`src/core/bcid_defines.svh`:
```
// Purpose: opcode fields, special file addresses and cycle counts
// Assumes: fourteen-bit instruction words
// Notes: definitions only
`ifndef BCID_DEFINES_SVH
`define BCID_DEFINES_SVH

// six-bit major opcode fields, instruction bits 13:8
`define BCID_OPC_ADD_ACC_FILE_CARRY 6'h3d
`define BCID_OPC_OR_ACC_FILE 6'h04
`define BCID_OPC_ROTATE_LEFT_CARRY 6'h0d
`define BCID_OPC_ROTATE_RIGHT_CARRY 6'h0c
`define BCID_OPC_SUB_FILE_BORROW 6'h3b
`define BCID_OPC_XOR_ACC_FILE 6'h06
`define BCID_OPC_DEC_SKIP_ZERO 6'h0b
`define BCID_OPC_INC_SKIP_ZERO 6'h0f
`define BCID_OPC_OR_LITERAL_ACC 6'h38
`define BCID_OPC_SUB_ACC_FROM_LITERAL 6'h3c
`define BCID_OPC_XOR_LITERAL_ACC 6'h3a
`define BCID_OPC_LOAD_CODE_PAGE 6'h31
// four-bit fields, instruction bits 13:10
`define BCID_OPC_BIT_TEST_SKIP_CLEAR 4'h6
`define BCID_OPC_BIT_TEST_SKIP_SET 4'h7

// operand field positions
`define BCID_DEST_BIT 7
`define BCID_BIT_SEL_HI 9
`define BCID_BIT_SEL_LO 7

// file addresses of the indirect registers and their pointers
`define BCID_IND0_ADDR 7'h00
`define BCID_IND1_ADDR 7'h01
`define BCID_PTR_BASE 5'h01
`define BCID_PTR0_LO 2'h0
`define BCID_PTR0_HI 2'h1
`define BCID_PTR1_LO 2'h2
`define BCID_PTR1_HI 2'h3

// one extra instruction cycle for indirect access, in clocks
`define BCID_IND_CLKS 2'h2
`define BCID_FILE_WORDS 128

`endif

```
`src/core/bcid_pkg.sv`:
```
// Purpose: shared types of the instruction decoder
// Assumes: nothing
// Notes: numbers live in bcid_defines.svh
package bcid_pkg;

  typedef enum logic [3:0] {
    OP_NONE,
    OP_ADD_ACC_FILE_CARRY,
    OP_OR_ACC_FILE,
    OP_ROTATE_LEFT_CARRY,
    OP_ROTATE_RIGHT_CARRY,
    OP_SUB_FILE_BORROW,
    OP_XOR_ACC_FILE,
    OP_DEC_SKIP_ZERO,
    OP_INC_SKIP_ZERO,
    OP_BIT_TEST_SKIP_CLEAR,
    OP_BIT_TEST_SKIP_SET,
    OP_OR_LITERAL_ACC,
    OP_LOAD_CODE_PAGE,
    OP_SUB_ACC_FROM_LITERAL,
    OP_XOR_LITERAL_ACC
  } bcid_op_t;

  typedef enum logic [1:0] {
    S_FETCH,
    S_IND,
    S_EXEC,
    S_DISCARD
  } bcid_state_t;

  typedef struct packed {
    logic carry;
    logic digit_carry_flag;
    logic zero;
  } bcid_flags_t;

  typedef struct packed {
    logic [7:0] value;
    bcid_flags_t flags;
    bcid_flags_t upd;
    logic writes;
    logic skip;
  } bcid_alu_res_t;

endpackage

```
`src/core/bcid_core.sv`:
```
// Purpose: decode and execute a subset of the byte-core instruction set
// Assumes: instruction words arrive on a valid/ready handshake
// Notes: one instruction cycle is two clocks, fetch then execute
`timescale 1ns/100ps
`include "bcid_defines.svh"
// Notes on behaviour
// RULE_01: add accumulator, file and carry; three flags
// RULE_02: OR accumulator with file, d selects destination
// RULE_03: rotate file left through carry, only C
// RULE_04: rotate file right through carry, only C
// RULE_05: file minus accumulator minus borrow, three flags
// RULE_06: XOR accumulator with file, zero flag only
// RULE_07: decrement file, skip next when zero
// RULE_08: increment file, skip when zero, no flags
// RULE_09: skip next when selected bit is clear
// RULE_10: skip next when selected bit is set
// RULE_11: OR literal into accumulator, zero flag
// RULE_12: literal seven bits into code page latch
// RULE_13: literal minus accumulator into accumulator, three flags
// RULE_14: XOR literal into accumulator in one cycle
// RULE_15: skips take a second, no-operation cycle
// RULE_16: indirect with pointer top bit adds cycle
// RULE_17: low seven bits address, bit 7 destination
// RULE_18: zero flag set exactly when result zero
module bcid_core (
  input wire logic clk_i,
  input wire logic rst_b_i,
  input wire logic en_i,
  input wire logic instr_valid_i,
  input wire logic [13:0] instr_i,
  output logic instr_ready_o,
  output logic retire_o,
  output logic [7:0] acc_o,
  output bcid_pkg::bcid_flags_t flags_o,
  output logic [6:0] program_counter_high_latch_o
);
  import bcid_pkg::*;

  bcid_state_t state_q;
  bcid_state_t state_d;
  logic [13:0] instr_q;
  logic [6:0] eff_q;
  logic [1:0] ind_cnt_q;
  logic skip_q;
  logic [7:0] ptr_q [4];
  logic [7:0] mem_rdata;
  logic accept;
  logic [6:0] eff_d;
  logic ind_slow_d;
  bcid_op_t cur_op;
  logic [7:0] file_val;
  logic [7:0] alu_b;
  bcid_alu_res_t alu_res;
  logic acc_wr;
  logic file_wr;
  logic in_exec;

  function automatic bcid_op_t decode_op(input logic [13:0] w);
    decode_op = OP_NONE;
    case (w[13:8])
      `BCID_OPC_ADD_ACC_FILE_CARRY: decode_op = OP_ADD_ACC_FILE_CARRY;
      `BCID_OPC_OR_ACC_FILE: decode_op = OP_OR_ACC_FILE;
      `BCID_OPC_ROTATE_LEFT_CARRY: decode_op = OP_ROTATE_LEFT_CARRY;
      `BCID_OPC_ROTATE_RIGHT_CARRY: decode_op = OP_ROTATE_RIGHT_CARRY;
      `BCID_OPC_SUB_FILE_BORROW: decode_op = OP_SUB_FILE_BORROW;
      `BCID_OPC_XOR_ACC_FILE: decode_op = OP_XOR_ACC_FILE;
      `BCID_OPC_DEC_SKIP_ZERO: decode_op = OP_DEC_SKIP_ZERO;
      `BCID_OPC_INC_SKIP_ZERO: decode_op = OP_INC_SKIP_ZERO;
      `BCID_OPC_OR_LITERAL_ACC: decode_op = OP_OR_LITERAL_ACC;
      `BCID_OPC_SUB_ACC_FROM_LITERAL:
        decode_op = OP_SUB_ACC_FROM_LITERAL;
      `BCID_OPC_XOR_LITERAL_ACC: decode_op = OP_XOR_LITERAL_ACC;
      `BCID_OPC_LOAD_CODE_PAGE:
        if (w[7])
          decode_op = OP_LOAD_CODE_PAGE; // [RULE_12]
      default:
      begin
        if (w[13:10] == `BCID_OPC_BIT_TEST_SKIP_CLEAR)
          decode_op = OP_BIT_TEST_SKIP_CLEAR;
        else if (w[13:10] == `BCID_OPC_BIT_TEST_SKIP_SET)
          decode_op = OP_BIT_TEST_SKIP_SET;
      end
    endcase
  endfunction

  function automatic logic is_file_op(input bcid_op_t op);
    case (op)
      OP_NONE, OP_OR_LITERAL_ACC, OP_LOAD_CODE_PAGE,
      OP_SUB_ACC_FROM_LITERAL, OP_XOR_LITERAL_ACC:
        is_file_op = 1'b0;
      default:
        is_file_op = 1'b1;
    endcase
  endfunction

  // pointer bytes sit as flip-flops so indirection needs no extra read
  function automatic logic is_ptr_addr(input logic [6:0] a);
    is_ptr_addr = (a[6:2] == `BCID_PTR_BASE);
  endfunction

  assign accept = instr_valid_i && instr_ready_o;
  assign cur_op = decode_op(instr_q);
  assign in_exec = (state_q == S_EXEC);

  // effective file address, resolved at fetch
  always_comb
  begin
    eff_d = instr_i[6:0]; // [RULE_17]
    ind_slow_d = 1'b0;
    if (is_file_op(decode_op(instr_i)))
    begin
      if (instr_i[6:0] == `BCID_IND0_ADDR)
      begin
        eff_d = ptr_q[`BCID_PTR0_LO][6:0];
        ind_slow_d = ptr_q[`BCID_PTR0_HI][7]; // [RULE_16]
      end
      else if (instr_i[6:0] == `BCID_IND1_ADDR)
      begin
        eff_d = ptr_q[`BCID_PTR1_LO][6:0];
        ind_slow_d = ptr_q[`BCID_PTR1_HI][7]; // [RULE_16]
      end
    end
  end

  always_comb
  begin
    state_d = state_q;
    case (state_q)
      S_FETCH:
        if (accept)
        begin
          if (skip_q)
            state_d = S_DISCARD; // [RULE_15]
          else if (ind_slow_d)
            state_d = S_IND; // [RULE_16]
          else
            state_d = S_EXEC;
        end
      S_IND:
        if (ind_cnt_q == `BCID_IND_CLKS - 2'h1)
          state_d = S_EXEC;
      S_EXEC:
        state_d = S_FETCH;
      S_DISCARD:
        state_d = S_FETCH;
      default:
        state_d = S_FETCH;
    endcase
  end

  bcid_file_mem u_file (
    .clk_i(clk_i),
    .rst_b_i(rst_b_i),
    .en_i(en_i),
    .rd_en_i(accept),
    .rd_addr_i(eff_d),
    .wr_en_i(file_wr && !is_ptr_addr(eff_q)),
    .wr_addr_i(eff_q),
    .wr_data_i(alu_res.value),
    .rd_data_o(mem_rdata)
  );

  assign file_val = is_ptr_addr(eff_q) ? ptr_q[eff_q[1:0]] : mem_rdata;
  assign alu_b = is_file_op(cur_op) ? file_val : instr_q[7:0];

  bcid_alu u_alu (
    .op_i(cur_op),
    .acc_i(acc_o),
    .b_i(alu_b),
    .carry_i(flags_o.carry),
    .bit_sel_i(instr_q[`BCID_BIT_SEL_HI:`BCID_BIT_SEL_LO]),
    .res_o(alu_res)
  );

  // destination: literal ops always the accumulator, file ops by d
  assign acc_wr = in_exec && alu_res.writes &&
                  (!is_file_op(cur_op) || !instr_q[`BCID_DEST_BIT]);
  assign file_wr = in_exec && alu_res.writes && is_file_op(cur_op) &&
                   instr_q[`BCID_DEST_BIT]; // [RULE_17]

  always_ff @(posedge clk_i or negedge rst_b_i)
  begin
    if (!rst_b_i)
    begin
      state_q <= S_FETCH;
      instr_ready_o <= 1'b1;
      retire_o <= 1'b0;
    end
    else if (en_i)
    begin
      state_q <= state_d;
      instr_ready_o <= (state_d == S_FETCH);
      retire_o <= in_exec || (state_q == S_DISCARD);
    end
  end

  always_ff @(posedge clk_i or negedge rst_b_i)
  begin
    if (!rst_b_i)
    begin
      instr_q <= 14'h0000;
      eff_q <= 7'h00;
    end
    else if (en_i && accept)
    begin
      instr_q <= instr_i;
      eff_q <= eff_d;
    end
  end

  always_ff @(posedge clk_i or negedge rst_b_i)
  begin
    if (!rst_b_i)
      ind_cnt_q <= 2'h0;
    else if (en_i)
      ind_cnt_q <= (state_q == S_IND) ? ind_cnt_q + 2'h1 : 2'h0;
  end

  // the word after a taken skip is consumed as a no-operation
  always_ff @(posedge clk_i or negedge rst_b_i)
  begin
    if (!rst_b_i)
      skip_q <= 1'b0;
    else if (en_i)
    begin
      if (in_exec)
        skip_q <= alu_res.skip; // [RULE_07] [RULE_08] [RULE_09] [RULE_10]
      else if (state_q == S_DISCARD)
        skip_q <= 1'b0; // [RULE_15]
    end
  end

  always_ff @(posedge clk_i or negedge rst_b_i)
  begin
    if (!rst_b_i)
      acc_o <= 8'h00;
    else if (en_i && acc_wr)
      acc_o <= alu_res.value; // [RULE_11] [RULE_13] [RULE_14]
  end

  always_ff @(posedge clk_i or negedge rst_b_i)
  begin
    if (!rst_b_i)
      flags_o <= '0;
    else if (en_i && in_exec)
    begin
      if (alu_res.upd.carry)
        flags_o.carry <= alu_res.flags.carry; // [RULE_03] [RULE_04]
      if (alu_res.upd.digit_carry_flag)
        flags_o.digit_carry_flag <= alu_res.flags.digit_carry_flag;
      if (alu_res.upd.zero)
        flags_o.zero <= alu_res.flags.zero; // [RULE_18]
    end
  end

  always_ff @(posedge clk_i or negedge rst_b_i)
  begin
    if (!rst_b_i)
      program_counter_high_latch_o <= 7'h00;
    else if (en_i && in_exec && cur_op == OP_LOAD_CODE_PAGE)
      program_counter_high_latch_o <= instr_q[6:0]; // [RULE_12]
  end

  always_ff @(posedge clk_i or negedge rst_b_i)
  begin
    if (!rst_b_i)
      ptr_q <= '{default: 8'h00};
    else if (en_i && file_wr && is_ptr_addr(eff_q))
      ptr_q[eff_q[1:0]] <= alu_res.value;
  end
endmodule

```
`src/core/bcid_alu.sv`:
```
// Purpose: result, flags and skip decision for one instruction
// Assumes: operand b is the file value or the literal
// Notes: purely combinational
`timescale 1ns/100ps
`include "bcid_defines.svh"
module bcid_alu (
  input wire bcid_pkg::bcid_op_t op_i,
  input wire logic [7:0] acc_i,
  input wire logic [7:0] b_i,
  input wire logic carry_i,
  input wire logic [2:0] bit_sel_i,
  output bcid_pkg::bcid_alu_res_t res_o
);
  import bcid_pkg::*;

  // returns {digit carry, carry, sum}
  function automatic logic [9:0] add8(input logic [7:0] a,
                                      input logic [7:0] b,
                                      input logic ci);
    logic [4:0] lo;
    logic [8:0] full;
    lo = {1'b0, a[3:0]} + {1'b0, b[3:0]} + {4'h0, ci};
    full = {1'b0, a} + {1'b0, b} + {8'h00, ci};
    add8 = {lo[4], full[8], full[7:0]};
  endfunction

  always_comb
  begin
    logic [9:0] sum;
    sum = 10'h000;
    res_o = '0;
    case (op_i)
      OP_ADD_ACC_FILE_CARRY:
      begin
        sum = add8(acc_i, b_i, carry_i); // [RULE_01]
        res_o.value = sum[7:0];
        res_o.flags = {sum[8], sum[9], sum[7:0] == 8'h00}; // [RULE_18]
        res_o.upd = 3'b111;
        res_o.writes = 1'b1;
      end
      OP_SUB_FILE_BORROW:
      begin
        // carry set means no borrow, so it feeds the sum directly
        sum = add8(b_i, ~acc_i, carry_i); // [RULE_05]
        res_o.value = sum[7:0];
        res_o.flags = {sum[8], sum[9], sum[7:0] == 8'h00};
        res_o.upd = 3'b111;
        res_o.writes = 1'b1;
      end
      OP_SUB_ACC_FROM_LITERAL:
      begin
        sum = add8(b_i, ~acc_i, 1'b1); // [RULE_13]
        res_o.value = sum[7:0];
        res_o.flags = {sum[8], sum[9], sum[7:0] == 8'h00};
        res_o.upd = 3'b111;
        res_o.writes = 1'b1;
      end
      OP_OR_ACC_FILE, OP_OR_LITERAL_ACC:
      begin
        res_o.value = acc_i | b_i; // [RULE_02] [RULE_11]
        res_o.flags.zero = (res_o.value == 8'h00);
        res_o.upd = 3'b001;
        res_o.writes = 1'b1;
      end
      OP_XOR_ACC_FILE, OP_XOR_LITERAL_ACC:
      begin
        res_o.value = acc_i ^ b_i; // [RULE_06] [RULE_14]
        res_o.flags.zero = (res_o.value == 8'h00);
        res_o.upd = 3'b001;
        res_o.writes = 1'b1;
      end
      OP_ROTATE_LEFT_CARRY:
      begin
        res_o.value = {b_i[6:0], carry_i}; // [RULE_03]
        res_o.flags.carry = b_i[7];
        res_o.upd = 3'b100;
        res_o.writes = 1'b1;
      end
      OP_ROTATE_RIGHT_CARRY:
      begin
        res_o.value = {carry_i, b_i[7:1]}; // [RULE_04]
        res_o.flags.carry = b_i[0];
        res_o.upd = 3'b100;
        res_o.writes = 1'b1;
      end
      OP_DEC_SKIP_ZERO:
      begin
        res_o.value = b_i - 8'h01; // [RULE_07]
        res_o.skip = (res_o.value == 8'h00);
        res_o.writes = 1'b1;
      end
      OP_INC_SKIP_ZERO:
      begin
        res_o.value = b_i + 8'h01; // [RULE_08]
        res_o.skip = (res_o.value == 8'h00);
        res_o.writes = 1'b1;
      end
      OP_BIT_TEST_SKIP_CLEAR:
        res_o.skip = ~b_i[bit_sel_i]; // [RULE_09]
      OP_BIT_TEST_SKIP_SET:
        res_o.skip = b_i[bit_sel_i]; // [RULE_10]
      default:
        res_o = '0;
    endcase
  end
endmodule

```
`src/core/bcid_file_mem.sv`:
```
// Purpose: 128-byte data file with registered read data
// Assumes: one read and one write port, same clock
// Notes: contents are not reset
`timescale 1ns/100ps
`include "bcid_defines.svh"
module bcid_file_mem (
  input wire logic clk_i,
  input wire logic rst_b_i,
  input wire logic en_i,
  input wire logic rd_en_i,
  input wire logic [6:0] rd_addr_i,
  input wire logic wr_en_i,
  input wire logic [6:0] wr_addr_i,
  input wire logic [7:0] wr_data_i,
  output logic [7:0] rd_data_o
);
  logic [7:0] mem_q [`BCID_FILE_WORDS];

  always_ff @(posedge clk_i)
  begin
    if (en_i && wr_en_i)
      mem_q[wr_addr_i] <= wr_data_i;
  end

  // read data holds between reads so waits can reuse it
  always_ff @(posedge clk_i or negedge rst_b_i)
  begin
    if (!rst_b_i)
      rd_data_o <= 8'h00;
    else if (en_i && rd_en_i)
      rd_data_o <= mem_q[rd_addr_i];
  end
endmodule

```
`config.mk`:
```
export PLATFORM = sky130hd
export DESIGN_NAME = bcid_core
export DESIGN_NICKNAME = d
export VERILOG_FILES = /design/src/core/bcid_pkg.sv /design/src/core/bcid_core.sv /design/src/core/bcid_alu.sv /design/src/core/bcid_file_mem.sv
export VERILOG_INCLUDE_DIRS = /design/src /design/src/core
export SDC_FILE = /design/constraint.sdc
export NUM_CORES = 2
export LEC_CHECK = 0
export ABC_AREA = 1
export CORE_MARGIN = 1.5
export CORE_UTILIZATION = 40
export DETAILED_ROUTE_END_ITERATION = 6
export DONT_BUFFER_PORTS = 1
export PLACE_DENSITY = 0.59
export SYNTH_ARGS = -nofsm -noshare
export SYNTH_HDL_FRONTEND = slang
export SYNTH_SLANG_ARGS = --single-unit
export TNS_END_PERCENT = 50
```
`constraint.sdc`:
```
create_clock -name clk_i -period 6.9 [get_ports clk_i]
set_input_delay 1.035 -clock clk_i [delete_from_list [all_inputs] [get_ports clk_i]]
set_output_delay 1.035 -clock clk_i [all_outputs]
set_load 0.1 [all_outputs]
```
Yosys cells after proc, flatten, opt, wreduce, memory -nomap -nowiden
Memory sizes are Yosys's and may differ from the RTL's. A register that Yosys moved wholly into a read port is not among the register bits.
Cells that the tools add are included.
{"block": "classes", "addsub": 13, "magnitude_cmp": 3, "n_eq_ne": 52, "n_mux": 42, "n_bitwise": 5, "n_reduce_logical": 45}
{"operator": "$pmux W4 S12", "count": 2}
{"operator": "$eq A6 B6 Y1 const B", "count": 12}
{"operator": "$pmux W8 S9", "count": 1}
{"operator": "$logic_not A8 Y1", "count": 7}
{"operator": "$eq A6 B4 Y1 const B", "count": 8}
{"operator": "$eq A4 B4 Y1 const B", "count": 11}
{"operator": "$mux W8", "count": 5}
{"operator": "$bwmux W32", "count": 1}
{"operator": "$eq A4 B3 Y1 const B", "count": 8}
{"operator": "$eq A6 B3 Y1 const B", "count": 4}
{"operator": "$mux W4", "count": 6}
{"operator": "$mux W7", "count": 3}
{"operator": "$add A8 B8 Y9", "count": 2}
{"operator": "$add A9 B1 Y9", "count": 2}
{"operator": "$bmux W8 S2", "count": 1}
{"operator": "$demux W8 S2", "count": 1}
{"operator": "$logic_and A1 B1 Y1", "count": 14}
{"operator": "$reduce_or A11 Y1", "count": 1}
{"operator": "$add A4 B4 Y5", "count": 2}
{"operator": "$add A5 B1 Y5", "count": 2}
{"operator": "$mux W1", "count": 10}
{"operator": "$mux W2", "count": 5}
{"operator": "$pmux W1 S5", "count": 2}
{"operator": "$reduce_or A5 Y1", "count": 2}
{"operator": "34 further kinds", "count": 48}
{"block": "word_totals", "register_bits": 78, "mem_bits_rw": 1024, "inputBits": 18, "elab_cells": 177, "memories": 1}
{"name": "u_file.mem_q", "depth": 128, "width": 8, "rd": 1, "rd_clocked_by_memory_dff": 1, "wr": 1, "line_no": "bcid_file_mem.sv:17", "text": "logic [7:0] mem_q [`BCID_FILE_WORDS];"}

Longest topological paths before layout
{"block": "logic_depth", "ltp_word": 14, "depth_mapped": 31}

Hierarchy
A second synthesis with hierarchy kept.
{"block": "hier_totals", "hier_cells": 4535, "hier_area_um2": 49029.5}
{"mod": "bcid_file_mem", "n_inst": 1, "cells_per_inst": 3547, "area_each_um2": 42288.1, "seq_area_each_um2": 30949.7}
{"mod": "bcid_core", "n_inst": 1, "cells_per_inst": 568, "area_each_um2": 4237.8, "seq_area_each_um2": 1953.1}
{"mod": "bcid_alu", "n_inst": 1, "cells_per_inst": 420, "area_each_um2": 2503.7, "seq_area_each_um2": 0.0}

Worst setup path before layout
OpenSTA, ideal clock, no wires.
{"block": "synth_timing", "kind": "register to register", "startpoint": "reg instr_q[11]", "endpoint": "mem u_file.mem_q[0][2], data pin", "setup_time_ps": 842, "t_arrival_ps": 5364, "slack_ps": 694, "stages_incl_launch_ff": 17, "period_less_slack_ps": 6206, "path_cell_list": "dfrtp_1 -> buf_4 -> nand2_1 -> inv_2 -> nand3_1 -> inv_1 -> nor4_2 -> nand3_2 -> nand3_2 -> buf_6 -> nand2_1 -> nand2_1 -> ha_1 -> inv_1 -> nand2_1 -> nand2_1 -> o21ai_1"}
{"item": "start, declared", "line_no": "bcid_core.sv:41", "text": "logic [13:0] instr_q;"}
{"item": "start signal, assigned", "line_no": "bcid_core.sv:206", "text": "instr_q <= instr_i;"}
{"item": "end, declared", "line_no": "bcid_file_mem.sv:17"}

==> metrics.yaml <==
die_area_mm2: 0.132
netlist_area_mm2: 0.0520
relSlewSlack_pct: 22.4
slew_violations: 0
wl_per_cell_um: 19.6
period_share_pct: 90.1
synthAdderAreaFrac_pct: 0.885
path_class: "reg -> reg"
synth.distinct_cells: 59
ys_top_cells_by_area: "edfxtp_1, nand2_1, nand3_1"
grt_pass1_vias: 34500
cp_max_fo: 86
core_area_mm2: 0.129
nets: 5425
avgSynthCellArea_um2: 9.64
ctsRootBufferMaster: "clkbuf_16"
p_leak_nw: 24.5
pwr-share-clk_pct: 29.5
final_util_pct: 44.5
max_clock_freq_mhz: 161
startpoint_type: "flip-flop"
power_mw: 20.7
n_antenna_cell: 0
synth.area.mux_share_pct: 0.0625
synthSimpleGateAreaFrac_pct: 23.5
die_w_um: 364
ys_seq_area_share_pct: 63.2
row_count: 132
antenna_found_initial: 2
crit_path_end_kind: "flip-flop"
rsz0062_at_grt: "false"
io_pins: 38
p_seq_share_pct: 41.4
yosysTopAreaCellShare_pct: 59.1
max-vdd-ir-drop_v: 0.000268
ys_top_cells_by_count: "nand2_1, nand3_1, edfxtp_1, inv_1, nor2_1"
cts_max_level: 3
finalWeightedCongestion: 0.884
max-cap-violations: 0
cts_sinks: 1110
p_comb_share_pct: 29.1
syn_inst: 5397
drive_above_1_share_pct: 5.82
synth-compound-area-share_pct: 1.88
hold-worst-slack_ns: 0.164
dr.pass1.iters: 5
grt_pass1_wl_mm: 215
setup_violations: 0
start_util_pct: 40.2
via_per_inst: 5.05
drc_errors: 0
clk_latency_ns: 0.71
cts_tree: "yes"
area_growth_pct: 10.5
grt_usage_pct: 21.3
synth_edf_count: 1024
drt-initial-drc-count: 3815
skew_ns: 0.0196
ant_nets: 0
grt_max_degree: 134
synth-main-ff-cell: "edfxtp_1"
synth-warning-count: 0
worst_pin_slew_ns: 1.16
p_sw_share_pct: 36.2
hp-class: "in -> async"
required_ns: 7.35
vias: 36300
cts_buffers: 116
io_buffers: 0
arrival_ns: 6.67
totalWireLength_mm: 141
p_int_mw: 13.2
synth_most_common_cell: "nand2_1"
fin_crit_ns: 6.22
synth_top_family_by_area: "simple AND/OR/NAND/NOR gates"
synth_area_leader_cell: "edfxtp_1"
hold_violations: 0
grt.overflow.total: 0
p_sw_mw: 7.50
die_height_um: 364
cts_buffer_depth: 3
synthArstFlopShare_pct: 7.75
synth_seq_cells: 1110
synth_xor_area_share_pct: 0.370
clkTransAtPathRegs_ns: 0.06
tns_ns: 0
power_density_mw_per_mm2: 360
dp_hpwl_mm: 83.8
outcome: "complete, no violations"
-- state kept, by name, indices dropped and copies added, names as in the netlist --
name and count:
eff_q 7, u_file.mem_q 1024, instr_q 14, program_counter_high_latch_o 7
u_file.rd_data_o 8, acc_o 8, ind_cnt_q 2, retire_o 1
skip_q 1, flags_o 3, ptr_q 32, instr_ready_o 1
state_q 2
-- layout make-up --
cell class	instances	area, µm²
Fill cell	12100	71800
Sequential cell	1110	32900
Multi-Input combinational cell	3055	14100
Inverter	1011	3810
Clock buffer	152	3100
Tap cell	1742	2180
Timing Repair Buffer	78	812
Clock inverter	54	566
-- power by group through the flow --
| stage | Combinational [mW] | Clock, mW | Sequential, mW |
|---|---|---|---|
| after floorplan | 3.79 | 0 | 8.90 |
| after global placement | 5.98 | 0 | 8.72 |
| after detailed placement | 5.97 | 0 | 8.73 |
| after CTS | 6.01 | 6.19 | 8.59 |
| after global routing | 6.58 | 6.46 | 8.60 |
| final | 6.02 | 6.11 | 8.59 |
-- cells in the final DEF (no fill, tap or decap), drive strengths merged, types with 9 or more instances in the layout --
cell type	instances
o211ai	12
ha	32
conb	32
xor2	18
clkbuf	152
a21oi	23
o21ai	72
inv	1011
nand2	1495
o22ai	9
nand3	1048
nor2	212
dfrtp	85
bufinv	9
edfxtp	1024
clkinv	42
nor3	14
buf	77
nand4	34
-- metal layers --
metal  up-vias  wire length [µm]  track usage [%]
met5         -                 0                0
met4         0              4140             6.38
met3       236              8890             3.19
met2      1157             66100             34.8
li1      17400                 -                -
met1     17500             61900             29.3
-- what timing repair did --
action | 4_1_cts | 5_1_grt
buffers inserted | 0 | 0
gates resized for setup | 0 | 1
endpoints found under the setup margin | 0 | 48
endpoints found under the hold margin | 81 | 0
hold buffers | 2 | 0
-- worst max-delay path, cell delays in order (launching register included) --
cell	delay (ns)
dfrtp_1	0.45
nor2_1	0.28
nand3_1	0.22
nor2_2	0.38
nor3_1	0.12
nand3_2	0.22
nand3_2	0.31
nand2_1	0.21
nand2_2	0.10
ha_1	0.22
fa_1	0.44
nand3_1	0.09
nand3_1	0.18
a21oi_1	0.21
o21bai_1	0.11
xor2_1	0.20
nor3_1	0.36
nand2_1	0.12
xor2_1	0.21
nand2_1	0.09
o21ai_0	0.09
inv_1	0.09
nand4_4	0.09
buf_6	0.46
buf_4	0.52
-- through the flow --
step | instance area [µm²] | cells | setup slack [ns]
2_1_floorplan | 52200 | 5428 | 0.694
3_3_place_gp | 53800 | 6994 | 0.647
3_5_place_dp | 53800 | 6994 | 0.586
4_1_cts | 57500 | 7202 | 0.540
5_1_grt | 57500 | 7202 | 0.116
6_report | 57500 | 7202 | 0.684
-- final timing paths --
path	from	end	slack [ns]	depth (start not counted)
setup / recovery	instr_q[8]	u_file.mem_q[73][7]	0.68	24
hold / removal	rst_b_i	instr_ready_o	0.16	0
setup reg to reg	instr_q[8]	u_file.mem_q[73][7]	0.68	24
hold reg to reg	instr_q[6]	instr_q[6]	0.49	2
max in group asynchronous	rst_b_i	ptr_q[4]	5.81	1
min in group clk_i	en_i	state_q[0]	0.43	1
-- cell families (layout without fill, tap and decap cells) --
group                    after synthesis  after routing
AO/OA/AOI/OAI                        152            152
XOR/XNOR                              22             22
adder cells (fa/ha/maj)               35             35
buffers and inverters               1263           1295
flip-flops                          1110           1110
multiplexers                           3              3
other                                  1             32
AND/OR/NAND/NOR                     2811           2811
Power figures use the tool's default switching activity.
